==> config.mk <==
export PLATFORM = sky130hd
export DESIGN_NAME = iocfg_bank
export DESIGN_NICKNAME = d
export VERILOG_FILES = /design/src/shared/iocfg_pkg.sv /design/src/verilog/iocfg_bank.sv /design/src/verilog/iocfg_pin_irq.sv /design/src/verilog/iocfg_wb_slave.sv
export SDC_FILE = /design/constraint.sdc
export NUM_CORES = 1
export LEC_CHECK = 0
export BUFFER_PORTS_ARGS = -buffer_cell sky130_fd_sc_hd__buf_2
export CAP_MARGIN = 15
export CORE_MARGIN = 3
export CORE_UTILIZATION = 35
export CTS_CLUSTER_DIAMETER = 30
export DETAILED_ROUTE_END_ITERATION = 7
export PLACE_DENSITY_LB_ADDON = 0.1
export SYNTH_ARGS = -nofsm -noshare
export SYNTH_HDL_FRONTEND = slang
export SYNTH_SLANG_ARGS = --single-unit
==> constraint.sdc <==
create_clock -name sys_clk -period 7.85 [get_ports sys_clk]
set_input_delay 1.1775 -clock sys_clk [delete_from_list [all_inputs] [get_ports sys_clk]]
set_output_delay 1.1775 -clock sys_clk [all_outputs]
set_load 0.05 [all_outputs]
==> src/shared/iocfg_pkg.sv <==
// Operation
// RL1: Three-bit oscillator gain trim at bits 4:2, 000 highest gain, resets 101.
// RL2: Two-bit oscillator low-power trim at bits 1:0, 00 highest power, resets 00.
// RL3: Software should leave both oscillator trim fields at their reset values.
// RL4: Software writes zero to reserved bits of trim and Port 1 config.
// RL5: Each analog bus connect bit closes one pin switch; one connects, reset zero.
// RL6: Connect register index is the port number, bit index is the pin number.
// RL7: Port 4 connect register upper four bits are reserved and read zero.
// RL8: Port 1 config bit 7 raises high-side drive strength and edge ratio.
// RL9: Bits 5:4 pick Port 1 high level: 00/01 3.0V, 10 1.8V, 11 2.5V.
// RL10: Bit 3 lowers Port 1 input thresholds when one, standard when zero.
// RL11: Bit 2 one routes serial clock to P1 pin 0, zero to pin 3.
// RL12: Bit 1 enables Port 1 output regulator; zero drives strong outputs to supply.
// RL13: Bit 0 picks GPIO interrupt style: zero low level, one change since read.
// RL14: GPIO interrupt needs per-pin enable and global GPIO mask bit set too.
// RL15: Port read captures pin values; live pins compared with capture for change.
package iocfg_pkg;

  // ****************************************
  // Geometry
  // ****************************************
  localparam int IOCFG_NPORTS = 5;
  localparam int IOCFG_PINS = 8;

  // ****************************************
  // Register indices (byte address is four times the index)
  // ****************************************
  localparam logic [7:0] IDX_TRIM = 8'hd3;
  localparam logic [7:0] IDX_MUX0 = 8'hd8;
  localparam logic [7:0] IDX_MUX1 = 8'hd9;
  localparam logic [7:0] IDX_MUX2 = 8'hda;
  localparam logic [7:0] IDX_MUX3 = 8'hdb;
  localparam logic [7:0] IDX_P1CFG = 8'hdc;
  localparam logic [7:0] IDX_MUX4 = 8'hdf;
  localparam logic [7:0] IDX_PIE0 = 8'he0;
  localparam logic [7:0] IDX_GMASK = 8'he5;
  localparam logic [7:0] IDX_STAT = 8'he6;
  localparam logic [7:0] IDX_IMASK = 8'he7;
  localparam logic [7:0] IDX_PDATA0 = 8'he8;

  // ****************************************
  // Fields and reset values
  // ****************************************
  localparam int TRIM_GAIN_LSB = 2;
  localparam int TRIM_LP_LSB = 0;
  localparam logic [2:0] RST_GAIN = 3'h5;
  localparam logic [1:0] RST_LP = 2'h0;
  localparam logic [7:0] RST_CONN = 8'h00;
  localparam logic [7:0] PORT4_PIN_MASK = 8'h0f;
  localparam int P1_STRONG = 7;
  localparam int P1_RANGE_LSB = 4;
  localparam int P1_THR = 3;
  localparam int P1_SPI = 2;
  localparam int P1_REG = 1;
  localparam int P1_INT = 0;
  localparam int EV_GPIO = 0;
  localparam int EV_TRIM = 1;
  localparam int EV_NUM = 2;

  // High output level codes of Port 1
  typedef enum logic [1:0] {
    RANGE_3V0 = 2'h0,
    RANGE_3V0_ALT = 2'h1,
    RANGE_1V8 = 2'h2,
    RANGE_2V5 = 2'h3
  } iocfg_range_e;

  // Port 1 output configuration as seen by the pad ring
  typedef struct packed {
    logic strongHighDrive;
    iocfg_range_e highLevel;
    logic inputThresholdReduce;
    logic serialClockPinSelect;
    logic regulatorEnable;
    logic irqOnChange;
  } iocfg_p1cfg_s;

  // One decoded register access from the bus slave
  typedef struct packed {
    logic wr;
    logic rd;
    logic [7:0] idx;
    logic [7:0] data;
  } iocfg_req_s;

endpackage

==> src/verilog/iocfg_bank.sv <==
// Our own choice: the Wishbone slave port.
`timescale 1ns/100ps
// ****************************************
// I/O configuration register bank
// ****************************************
module iocfg_bank import iocfg_pkg::*; #(
  parameter int ADDR_W = 10,
  parameter int NPORTS = IOCFG_NPORTS,
  parameter int PINS = IOCFG_PINS
) (
  // Clock and reset
  input wire logic sys_clk,
  input wire logic rst,

  // Wishbone register bus
  input wire logic wb_cyc_i,
  input wire logic wb_stb_i,
  input wire logic wb_we_i,
  input wire logic [ADDR_W-1:0] wb_adr_i,
  input wire logic [3:0] wb_sel_i,
  input wire logic [31:0] wb_dat_i,
  output logic [31:0] wb_dat_o,
  output logic wb_ack_o,

  // Port pins
  input wire logic [NPORTS-1:0][PINS-1:0] pinLevel,
  input wire logic serialClock,

  // Crystal oscillator trim
  output logic [2:0] ampGainTrim,
  output logic [1:0] lowPowerTrim,

  // Analog mux bus switches
  output logic [NPORTS-1:0][PINS-1:0] analogBusPinConnect,

  // Port 1 configuration and serial clock routing
  output iocfg_p1cfg_s p1Cfg,
  output logic serialClockP10,
  output logic serialClockP13,

  // Interrupts
  output logic gpioReq,
  output logic irq
);

  // ****************************************
  // Declarations
  // ****************************************
  // Decoded access from the slave and the byte it reads back
  iocfg_req_s req;
  logic [7:0] rdData;
  logic [7:0] next_rdData;

  // GPIO interrupt configuration
  logic [NPORTS-1:0][PINS-1:0] perPinIrqEnable;
  logic gpioMaskBit;
  logic [NPORTS-1:0] portReadStb;

  // Interrupt status, mask and one-cycle event strobes
  logic [EV_NUM-1:0] irqStatus;
  logic [EV_NUM-1:0] irqMask;
  logic [EV_NUM-1:0] events;
  logic gpioReqLast;

  // ****************************************
  // Helpers
  // ****************************************

  // True when idx falls in a per-port block starting at base
  function automatic logic inPortBlock(input logic [7:0] idx, input logic [7:0] base);
    logic [7:0] off;
    off = idx - base;
    return (idx >= base) && (off < 8'(NPORTS));
  endfunction

  // Port number inside a per-port block
  function automatic int portOf(input logic [7:0] idx, input logic [7:0] base);
    logic [7:0] off;
    off = idx - base;
    return int'(off);
  endfunction

  // Index of the analog connect register of a port, or zero if none
  function automatic logic [7:0] muxIdxOf(input int port);
    logic [7:0] res;
    res = 8'h00;
    case (port)
      0: res = IDX_MUX0;
      1: res = IDX_MUX1;
      2: res = IDX_MUX2;
      3: res = IDX_MUX3;
      4: res = IDX_MUX4;
      default: res = 8'h00;
    endcase
    return res;
  endfunction

  // Pins that physically exist on a port; port 4 has only four
  function automatic logic [PINS-1:0] pinMaskOf(input int port);
    logic [PINS-1:0] res;
    res = '1;
    if (port == 4) begin
      res = PORT4_PIN_MASK[PINS-1:0];
    end
    return res;
  endfunction

  // ****************************************
  // Bus front end
  // ****************************************
  iocfg_wb_slave #(
    .ADDR_W(ADDR_W)
  ) u_slave (
    .sys_clk(sys_clk),
    .rst(rst),
    .wb_cyc_i(wb_cyc_i),
    .wb_stb_i(wb_stb_i),
    .wb_we_i(wb_we_i),
    .wb_adr_i(wb_adr_i),
    .wb_sel_i(wb_sel_i),
    .wb_dat_i(wb_dat_i),
    .wb_dat_o(wb_dat_o),
    .wb_ack_o(wb_ack_o),
    .req(req),
    .rdData(rdData)
  );

  // ****************************************
  // Crystal oscillator trim
  // ****************************************

  // Both trim fields stay writable so firmware can restore the reset code;
  // any write is also flagged in the status register as a possible mistake
  // RL1 gain trim, reset 101
  always_ff @(posedge sys_clk or posedge rst) begin
    if (rst) begin
      ampGainTrim <= RST_GAIN;
    end else if (req.wr && req.idx == IDX_TRIM) begin
      ampGainTrim <= req.data[TRIM_GAIN_LSB +: 3];
    end
  end

  // RL2 low power trim, reset 00
  always_ff @(posedge sys_clk or posedge rst) begin
    if (rst) begin
      lowPowerTrim <= RST_LP;
    end else if (req.wr && req.idx == IDX_TRIM) begin
      lowPowerTrim <= req.data[TRIM_LP_LSB +: 2];
    end
  end

  // ****************************************
  // Analog mux bus connections
  // ****************************************

  // Several pins may share the bus at once; nothing here keeps them exclusive
  // RL5 one bit per pin switch
  // RL6 register per port, bit per pin
  always_ff @(posedge sys_clk or posedge rst) begin
    if (rst) begin
      for (int p = 0; p < NPORTS; p++) begin
        analogBusPinConnect[p] <= RST_CONN[PINS-1:0];
      end
    end else begin
      for (int p = 0; p < NPORTS; p++) begin
        if (req.wr && req.idx == muxIdxOf(p)) begin
          // RL7 missing pins stay zero
          analogBusPinConnect[p] <= req.data[PINS-1:0] & pinMaskOf(p);
        end
      end
    end
  end

  // ****************************************
  // Port 1 output configuration
  // ****************************************

  // RL8 strong drive, RL9 level, RL10 threshold, RL12 regulator
  // Reserved bit 6 is dropped, so a careless write cannot leave state there
  // Level codes 00 and 01 both mean 3.0 V; the code is kept as written
  always_ff @(posedge sys_clk or posedge rst) begin
    if (rst) begin
      p1Cfg <= '0;
    end else if (req.wr && req.idx == IDX_P1CFG) begin
      p1Cfg.strongHighDrive <= req.data[P1_STRONG];
      p1Cfg.highLevel <= iocfg_range_e'(req.data[P1_RANGE_LSB +: 2]);
      p1Cfg.inputThresholdReduce <= req.data[P1_THR];
      p1Cfg.serialClockPinSelect <= req.data[P1_SPI];
      p1Cfg.regulatorEnable <= req.data[P1_REG];
      p1Cfg.irqOnChange <= req.data[P1_INT];
    end
  end

  // RL11 serial clock routing
  // Plain gating: the unselected pin rests low rather than toggling
  assign serialClockP10 = serialClock & p1Cfg.serialClockPinSelect;
  assign serialClockP13 = serialClock & ~p1Cfg.serialClockPinSelect;

  // ****************************************
  // GPIO interrupt controls
  // ****************************************

  // Per-pin interrupt enables, one register per port
  // Absent port 4 pins are masked so they can never raise a request
  always_ff @(posedge sys_clk or posedge rst) begin
    if (rst) begin
      perPinIrqEnable <= '0;
    end else begin
      for (int p = 0; p < NPORTS; p++) begin
        if (req.wr && inPortBlock(req.idx, IDX_PIE0) && portOf(req.idx, IDX_PIE0) == p) begin
          perPinIrqEnable[p] <= req.data[PINS-1:0] & pinMaskOf(p);
        end
      end
    end
  end

  // Global GPIO mask bit
  always_ff @(posedge sys_clk or posedge rst) begin
    if (rst) begin
      gpioMaskBit <= 1'b0;
    end else if (req.wr && req.idx == IDX_GMASK) begin
      gpioMaskBit <= req.data[0];
    end
  end

  // RL15 a read of a port data register is what arms change detection
  always_comb begin
    portReadStb = '0;
    for (int p = 0; p < NPORTS; p++) begin
      portReadStb[p] = req.rd && inPortBlock(req.idx, IDX_PDATA0)
        && portOf(req.idx, IDX_PDATA0) == p;
    end
  end

  // RL13 RL14 request from style, enables and mask
  iocfg_pin_irq #(
    .NPORTS(NPORTS),
    .PINS(PINS)
  ) u_pin_irq (
    .sys_clk(sys_clk),
    .rst(rst),
    .pinLevel(pinLevel),
    .perPinIrqEnable(perPinIrqEnable),
    .irqOnChange(p1Cfg.irqOnChange),
    .gpioMaskBit(gpioMaskBit),
    .portReadStb(portReadStb),
    .gpioReq(gpioReq)
  );

  // ****************************************
  // Interrupt status and mask
  // ****************************************

  // Edge of the GPIO request is one event
  always_ff @(posedge sys_clk or posedge rst) begin
    if (rst) begin
      gpioReqLast <= 1'b0;
    end else begin
      gpioReqLast <= gpioReq;
    end
  end

  // Events: new GPIO request, and any write to the trim register
  // Only the rising edge counts, so a standing request does not refill status
  always_comb begin
    events = '0;
    events[EV_GPIO] = gpioReq & ~gpioReqLast;
    events[EV_TRIM] = req.wr && req.idx == IDX_TRIM;
  end

  // Sticky status, write one to clear; a new event wins over the clear
  always_ff @(posedge sys_clk or posedge rst) begin
    if (rst) begin
      irqStatus <= '0;
    end else begin
      for (int e = 0; e < EV_NUM; e++) begin
        if (events[e]) begin
          irqStatus[e] <= 1'b1;
        end else if (req.wr && req.idx == IDX_STAT && req.data[e]) begin
          irqStatus[e] <= 1'b0;
        end
      end
    end
  end

  // Interrupt mask, same layout as status
  always_ff @(posedge sys_clk or posedge rst) begin
    if (rst) begin
      irqMask <= '0;
    end else if (req.wr && req.idx == IDX_IMASK) begin
      irqMask <= req.data[EV_NUM-1:0];
    end
  end

  // Level interrupt while any unmasked status bit stands
  // Kept combinational from flops, so it drops in the cycle the clear lands
  assign irq = |(irqStatus & irqMask);

  // ****************************************
  // Read back
  // ****************************************

  // Read mux; holes read zero, reserved bits read zero
  // Reserved positions are never stored; port 4 connect and pin reads are also masked here
  always_comb begin
    next_rdData = 8'h00;
    if (req.idx == IDX_TRIM) begin
      next_rdData[TRIM_GAIN_LSB +: 3] = ampGainTrim;
      next_rdData[TRIM_LP_LSB +: 2] = lowPowerTrim;
    end else if (req.idx == IDX_P1CFG) begin
      next_rdData[P1_STRONG] = p1Cfg.strongHighDrive;
      next_rdData[P1_RANGE_LSB +: 2] = p1Cfg.highLevel;
      next_rdData[P1_THR] = p1Cfg.inputThresholdReduce;
      next_rdData[P1_SPI] = p1Cfg.serialClockPinSelect;
      next_rdData[P1_REG] = p1Cfg.regulatorEnable;
      next_rdData[P1_INT] = p1Cfg.irqOnChange;
    end else if (req.idx == IDX_GMASK) begin
      next_rdData[0] = gpioMaskBit;
    end else if (req.idx == IDX_STAT) begin
      next_rdData[EV_NUM-1:0] = irqStatus;
    end else if (req.idx == IDX_IMASK) begin
      next_rdData[EV_NUM-1:0] = irqMask;
    end else begin
      for (int p = 0; p < NPORTS; p++) begin
        if (req.idx == muxIdxOf(p)) begin
          // RL7 upper port 4 bits read zero
          next_rdData[PINS-1:0] = analogBusPinConnect[p] & pinMaskOf(p);
        end
        if (inPortBlock(req.idx, IDX_PIE0) && portOf(req.idx, IDX_PIE0) == p) begin
          next_rdData[PINS-1:0] = perPinIrqEnable[p];
        end
        if (inPortBlock(req.idx, IDX_PDATA0) && portOf(req.idx, IDX_PDATA0) == p) begin
          next_rdData[PINS-1:0] = pinLevel[p] & pinMaskOf(p);
        end
      end
    end
  end

  // The slave registers this into wb_dat_o at the take edge
  assign rdData = next_rdData;

endmodule

==> src/verilog/iocfg_pin_irq.sv <==
`timescale 1ns/100ps
// ****************************************
// GPIO interrupt request generator
// ****************************************
module iocfg_pin_irq import iocfg_pkg::*; #(
  parameter int NPORTS = IOCFG_NPORTS,
  parameter int PINS = IOCFG_PINS
) (
  // Clock and reset
  input wire logic sys_clk,
  input wire logic rst,
  // Pins and configuration
  input wire logic [NPORTS-1:0][PINS-1:0] pinLevel,
  input wire logic [NPORTS-1:0][PINS-1:0] perPinIrqEnable,
  input wire logic irqOnChange,
  input wire logic gpioMaskBit,
  input wire logic [NPORTS-1:0] portReadStb,
  // Request
  output logic gpioReq
);

  logic [NPORTS-1:0][PINS-1:0] captured;
  logic [NPORTS-1:0][PINS-1:0] hit;

  // RL15 capture on read
  always_ff @(posedge sys_clk or posedge rst) begin
    if (rst) begin
      captured <= '0;
    end else begin
      for (int p = 0; p < NPORTS; p++) begin
        if (portReadStb[p]) begin
          captured[p] <= pinLevel[p];
        end
      end
    end
  end

  // RL13 style select
  assign hit = irqOnChange ? (pinLevel ^ captured) : ~pinLevel;

  // RL14 enables gate request; registered to keep pin glitches off the core
  always_ff @(posedge sys_clk or posedge rst) begin
    if (rst) begin
      gpioReq <= 1'b0;
    end else begin
      gpioReq <= gpioMaskBit & (|(hit & perPinIrqEnable));
    end
  end

endmodule

==> src/verilog/iocfg_wb_slave.sv <==
`timescale 1ns/100ps
// ****************************************
// Classic Wishbone slave front end
// ****************************************
module iocfg_wb_slave import iocfg_pkg::*; #(
  parameter int ADDR_W = 10
) (
  // Clock and reset
  input wire logic sys_clk,
  input wire logic rst,
  // Wishbone
  input wire logic wb_cyc_i,
  input wire logic wb_stb_i,
  input wire logic wb_we_i,
  input wire logic [ADDR_W-1:0] wb_adr_i,
  input wire logic [3:0] wb_sel_i,
  input wire logic [31:0] wb_dat_i,
  output logic [31:0] wb_dat_o,
  output logic wb_ack_o,
  // Register side
  output iocfg_req_s req,
  input wire logic [7:0] rdData
);

  logic take;

  // One access per request; ack high blocks a second take
  assign take = wb_cyc_i & wb_stb_i & ~wb_ack_o;
  // Only lane 0 carries register data, upper lanes are ignored
  assign req.wr = take & wb_we_i & wb_sel_i[0];
  assign req.rd = take & ~wb_we_i;
  assign req.idx = wb_adr_i[9:2];
  assign req.data = wb_dat_i[7:0];

  // Ack one cycle after the take, dropped the cycle after
  always_ff @(posedge sys_clk or posedge rst) begin
    if (rst) begin
      wb_ack_o <= 1'b0;
    end else begin
      wb_ack_o <= take;
    end
  end

  // Read data captured with the ack; zero for writes and holes
  always_ff @(posedge sys_clk or posedge rst) begin
    if (rst) begin
      wb_dat_o <= 32'h00000000;
    end else if (take) begin
      wb_dat_o <= wb_we_i ? 32'h00000000 : {24'h000000, rdData};
    end
  end

endmodule
==> results of run 1 <==
## cell usage in the layout, fill, tap and decap left out, drive strengths merged, types with 4 or more instances in the layout
cell type,count
clkbuf,20
buf,125
nor2b,41
clkinv,4
o21ai,21
nand4,6
nor2,24
a21oi,22
xnor2,37
nor3,14
a31oi,4
nand2,37
a22o,11
nand3,11
o211ai,4
and2,5
and4,4
inv,12
mux2,127
a22oi,20
conb,28
a32oi,6
and3,6
dfrtp,134
a221oi,9
## worst max-delay path: cells and delay by family
| family | cells | cell delay, ns |
|---|---|---|
| AND/OR/NAND/NOR | 3 | 1.99 |
| buffers and inverters | 1 | 0.53 |
| multiplexers | 1 | 0.45 |
## per-layer routing
metal / GRT usage / part of all wire
met1: 0.3181 / 0.44
met2: 0.3686 / 0.48
met3: 0.04337 / 0.062
met4: 0.05803 / 0.020
met5: 0 / 0
## registers in the layout, summed over array words and instances (netlist names)
register	count
gpioReqLast	1
u_slave.wb_dat_o	8
irqMask	2
u_slave.wb_ack_o	1
analogBusPinConnect	36
lowPowerTrim	2
u_pin_irq.captured	36
gpioMaskBit	1
irqStatus	2
ampGainTrim	3
perPinIrqEnable	36
u_pin_irq.gpioReq	1
p1Cfg	7
## logic make-up (layout without fill, tap and decap cells)
group                      count (synthesis)  after routing  share of synthesized area
buffers and inverters                     77            165                    0.05462
other                                      1             28                  0.0004843
adders and majority gates                  3              3                   0.004849
and+or+nand+nor                          176            176                     0.1374
DFF                                      136            136                     0.4399
muxes                                    131            131                     0.1931
AOI/OAI and AO/OA                        135            135                     0.1267
xor gates and xnor gates                  38             38                    0.04299
## through the flow
stage / worst slack, ns / hold WS [ns] / std cells
after floorplan: 3.036 / 0.3996 / 724
after global placement: 3.664 / 0.4164 / 1055
after detailed placement: 3.675 / 0.4155 / 1055
after CTS: 4.108 / 0.4227 / 1087
after global routing: 3.914 / 0.4489 / 1087
final: 3.980 / 0.4226 / 1087
## area by class of cell
| cell class | instances | share of cell area |
|---|---|---|
| multi-input cells | 511 | 0.4442 |
| well taps | 275 | 0.03807 |
| clock buffers | 20 | 0.05053 |
| flip-flops and latches | 136 | 0.3768 |
| inverters | 8 | 0.003876 |
| repair buffers | 125 | 0.07087 |
| clock inverters | 12 | 0.01564 |
## power by group
| part | switching [W] | total, W | internal, W |
|---|---|---|---|
| sequential | 0.00000235 | 0.000706 | 0.000704 |
| clock | 0.000327 | 0.000817 | 0.000490 |
| combinational | 0.000120 | 0.000155 | 0.0000351 |
| total | 0.000449 | 0.00168 | 0.00123 |
## worst paths after layout
kind,to,start,slack (ns),depth (start not counted)
worst min-delay path,irqStatus[0],gpioReqLast,0.42,1
min in group asynchronous,u_pin_irq.captured[17],rst,0.92,2
worst max register to register,u_pin_irq.captured[18],u_slave.wb_ack_o,4.56,5
worst min register to register,irqStatus[0],gpioReqLast,0.42,1
max in group asynchronous,analogBusPinConnect[35],rst,5.76,3
worst max-delay path,u_pin_irq.captured[28],wb_adr_i[3],3.98,5
==> run metrics, run 1 <==
outcome=finished clean; nets@finish=894; Data arrival, critical path=4.17 ns; IO buf count=119; number of synthesized flops with an enable pin=0; Post-Syn Instances=697; drt total wl=27.40 mm; Power, Total=0.001678 W; final setup fails=0; clock root cell=clkbuf_16; Main synth FF type=dfrtp_1; relative slew slack=0.4044; Post-synth ARST share=1.000; unrepaired setup endpoints after global routing=no; crit path max-delay cell type=nor3_1; vias per inst=5.732; Setup CP Type=input port to flop; die footprint=23940 um^2; clock-pin slew on the worst setup and hold paths=0.06 ns; Post-Synthesis Cell Area=7742 um^2; Synth cell types=79; hold crit path type=flop to flop; CP Data Required Time=8.15 ns; number of global-route vias before repair=6255; Multi-input gate area=4015 um^2; cts hold-fix bufs=0; share of layout cells above drive strength 1=0.3707; cell with the most instances after synthesis=dfrtp_1; chip width=154.7 um; Post-CTS Setup Bufs=0; Core Util, Final=0.4233; Overflow after GRT=0; Die Height=154.7 um; ANT cells=0; Period minus WS final=3.870 ns; Post-DP HPWL=20.21 mm; post-CTS sizing=0; CTS tree=yes; Layout area overhead=16.74%; DRC violations left=0; Critical Path Sink Type=flop; synth top area cells=dfrtp_1, mux2_2, xnor2_1, nor2b_1, buf_4; Bufs on Longest Clock Path=2; max-slew violation count=0; Final Wtd Congestion=0.9241; Final Cycle Share=0.4930; pin count of the biggest net entering global routing=90; Worst-Margin Slew=0.8866 ns; Fin Clk Skew=0.006281 ns; Synth top cells by count=dfrtp_1, mux2_2, nor2b_1; Crit path top cell by count=nand2_1; first-pass GRT wire length=41.02 mm; Site Rows=53; Ys Warns=0; Post-DP Area=8441 um^2; fillers=2094; critical path cell sequence=buf_2, nand2_1, nor3_1, nand2_1, mux2_2; DR pass1 iterations=6; CP max stage delay=0.85 ns; post-synth top area share=0.4331; #FFs+latches synth=136; Ports=181; maximum VDD drop=0.1346 mV; fin area=9039 um^2; initial DRC count=814; Max Freq=258.4 MHz; sequential cell area=3406 um^2; Starting Density=0.3626; Startpoint Class=input port; Syn Area/Cell=11.11 um^2; via count=6231; CP max FO=27; sequential area share after synthesis=0.4399; PwrDens=185.6 nW/um^2; wire per inst=25.21 um; biggest area consumer among synthesized cells=dfrtp_1; Core Footprint=21350 um^2; CTS Buf Count=17; clock tree sinks=136; Max-Cap Viols=0; LEAKAGE=4.379 nW; TNS Setup=0 ns; H-Tree Depth=4; Total Routing Usage GR=0.2286; initial antenna violation count=0; remaining antenna violation count=0; Final Hold Viols=0; worst skew pair latency=0.42 ns
Note: power is estimated with default switching activity, not from simulation.
==> run 2: changes to the inputs <==
- clock period: 7.85 -> 3.4 ns (I/O delays scaled with it)
==> run 2 against run 1 <==
  * Die area unchanged
  * Final area grew 2.6%
  * Power grew 140%
  * Largest cell class unchanged
  * Highest routed layer unchanged
  * Final cell count grew 2.2%
==> run metrics, run 2 (synthesized netlist as in run 1, its figures left out) <==
outcome=finished clean; Overflow after GRT=0 (unchanged); Int Pwr=0.003004 W (+140%); Final Hold Viols=0 (unchanged); Max Freq=366.9 MHz; pin count of the biggest net entering global routing=137 (+52%); worst skew pair latency=0.43 ns (about the same); Bufs on Longest Clock Path=2 (unchanged); Data arrival, critical path=3.03 ns (-1.14 ns); CP max FO=10 (-63%); Final Wtd Congestion=0.9581 (+3.7%); share of layout cells above drive strength 1=0.3876 (+0.01687); CP Data Required Time=3.71 ns (-4.44 ns); clock-pin slew on the worst setup and hold paths=0.06 ns (about the same); sequential share of power=0.405 (-0.016); via count=6341 (+1.8%); Post-DP HPWL=21.27 mm (+5.3%); Starting Density=0.3626 (unchanged); Setup CP Type=input port to flop; Clock power frac=0.504 (+0.017); chip width=154.7 um (unchanged); drt total wl=28.16 mm (+2.8%); initial antenna violation count=0 (unchanged); LEAKAGE=4.525 nW (+3.3%); max-slew violation count=0 (unchanged); clock tree sinks=136 (unchanged); Layout area overhead=19.73%; Period minus WS final=2.725 ns; hold crit path type=input port to async pin; Core Footprint=21350 um^2 (unchanged); fillers=2057 (-1.8%); cts hold-fix bufs=0 (unchanged); first-pass GRT wire length=42.13 mm (+2.7%); CTS tree=yes; ANT cells=0 (unchanged); TNS Setup=0 ns (unchanged); Max-Cap Viols=0 (unchanged); wire per inst=25.34 um (+0.55%); Post-CTS Setup Bufs=0 (unchanged); Fin Clk Skew=0.005589 ns (-0.0006922 ns); Ports=181 (unchanged); Non-Filler Instances=1111 (+2.2%); nets@finish=918 (+2.7%); Sw Share=0.2531 (-0.01467); Site Rows=53 (unchanged); combinational power share=0.091 (-0.002); clock root cell=clkbuf_16; DRC violations left=0 (unchanged); Worst-Margin Slew=0.7990 ns (-0.08762 ns); Sw Pwr=0.001018 W (+130%); number of global-route vias before repair=6522 (+4.3%); Startpoint Class=input port; maximum VDD drop=0.2870 mV (+110%); Die Height=154.7 um (unchanged); DR pass1 iterations=5 (-1); Total Routing Usage GR=0.2362 (+0.007609); initial DRC count=632 (-22%); worst reg2reg setup slack=0.71 ns (-3.85 ns); IO buf count=119 (unchanged); Final Cycle Share=0.8016; vias per inst=5.707 (-0.43%); top flop regs=analogBusPinConnect (36), perPinIrqEnable (36), u_pin_irq.captured (36); relative slew slack=0.4673 (+0.06296); Power, Total=0.004022 W (+140%); H-Tree Depth=4 (unchanged); Critical Path Sink Type=flop; placed cells=1079 (+2.3%); remaining antenna violation count=0 (unchanged); final setup fails=0 (unchanged); PwrDens=433.9 nW/um^2 (+130%); CTS Buf Count=17 (unchanged); most common cell after layout, fill and taps aside=dfrtp_1; post-CTS sizing=0 (unchanged); die footprint=23940 um^2 (unchanged); most frequent cells in the layout=dfrtp_1, mux2_2, buf_2, nor2b_1, xnor2_1; unrepaired setup endpoints after global routing=no
run 2: cell count changes in the layout (fill, tap and decap cells not counted), sizes merged:
cell,previous run,this run
clkinv,4,2
buf,125,149
inv,12,10
clkbuf,20,22
bufinv,2,4
run 2: layout make-up:
class / instances / area (um^2) / share of cell area
multi-input combinational: 511 / 4015 / 0.4331
sequential: 136 / 3406 / 0.3674
timing repair buffer: 149 / 833.3 / 0.08989
clock buffer: 22 / 474.2 / 0.05115
tap: 275 / 344.1 / 0.03712
clock inverter: 10 / 163.9 / 0.01768
inverter: 8 / 33.78 / 0.003644
run 2: worst max-delay path: stages:
cell      delay (ns)
buf_2           0.22
inv_1           0.11
ha_1            0.24
nand4b_1        0.37
o21ai_0         0.20
and4_1          0.37
nand3_1         0.54
mux2_2          0.48
run 2: layer usage:
metal  vias to the layer above  routed length, um  part of all wire  global-route usage
li1                       2783                  -                 -                   -
met1                      3255              12790              0.45              0.3326
met2                       270              13180              0.47              0.3748
met3                        33               1651             0.059             0.04253
met4                         0                542             0.019             0.06686
met5                         -                  0                 0                   0
run 2: worst paths after layout:
path / cells after the start / from / to
setup reg to reg: 6 / p1Cfg[0] / u_pin_irq.gpioReq
hold reg to reg: 1 / gpioReqLast / irqStatus[0]
setup / recovery: 8 / wb_adr_i[6] / u_pin_irq.captured[17]
max in group asynchronous: 3 / rst / perPinIrqEnable[34]
min in group sys_clk: 2 / pinLevel[19] / u_pin_irq.captured[19]
hold / removal: 3 / rst / u_pin_irq.captured[7]
run 2: per-stage QoR:
stage | hold WS (ns) | setup slack, ns | utilization | area, um^2
after floorplan | 0.3996 | 0.8525 | - | 7848
after global placement | 0.4113 | 0.3863 | 0.4043 | 8632
after detailed placement | 0.4203 | 0.3395 | 0.4043 | 8632
after CTS | 0.3430 | 0.7593 | 0.4341 | 9270
after global routing | 0.3560 | 0.6144 | 0.4341 | 9270
final | 0.2699 | 0.6747 | 0.4341 | 9270
run 2: power by group through the flow:
stage	logic, W	clock network [W]	registers, W
after floorplan	0.000234	0	0.00168
after global placement	0.000363	0	0.00166
after detailed placement	0.000365	0	0.00166
after CTS	0.000366	0.00206	0.00163
after global routing	0.000390	0.00213	0.00163
final	0.000365	0.00203	0.00163
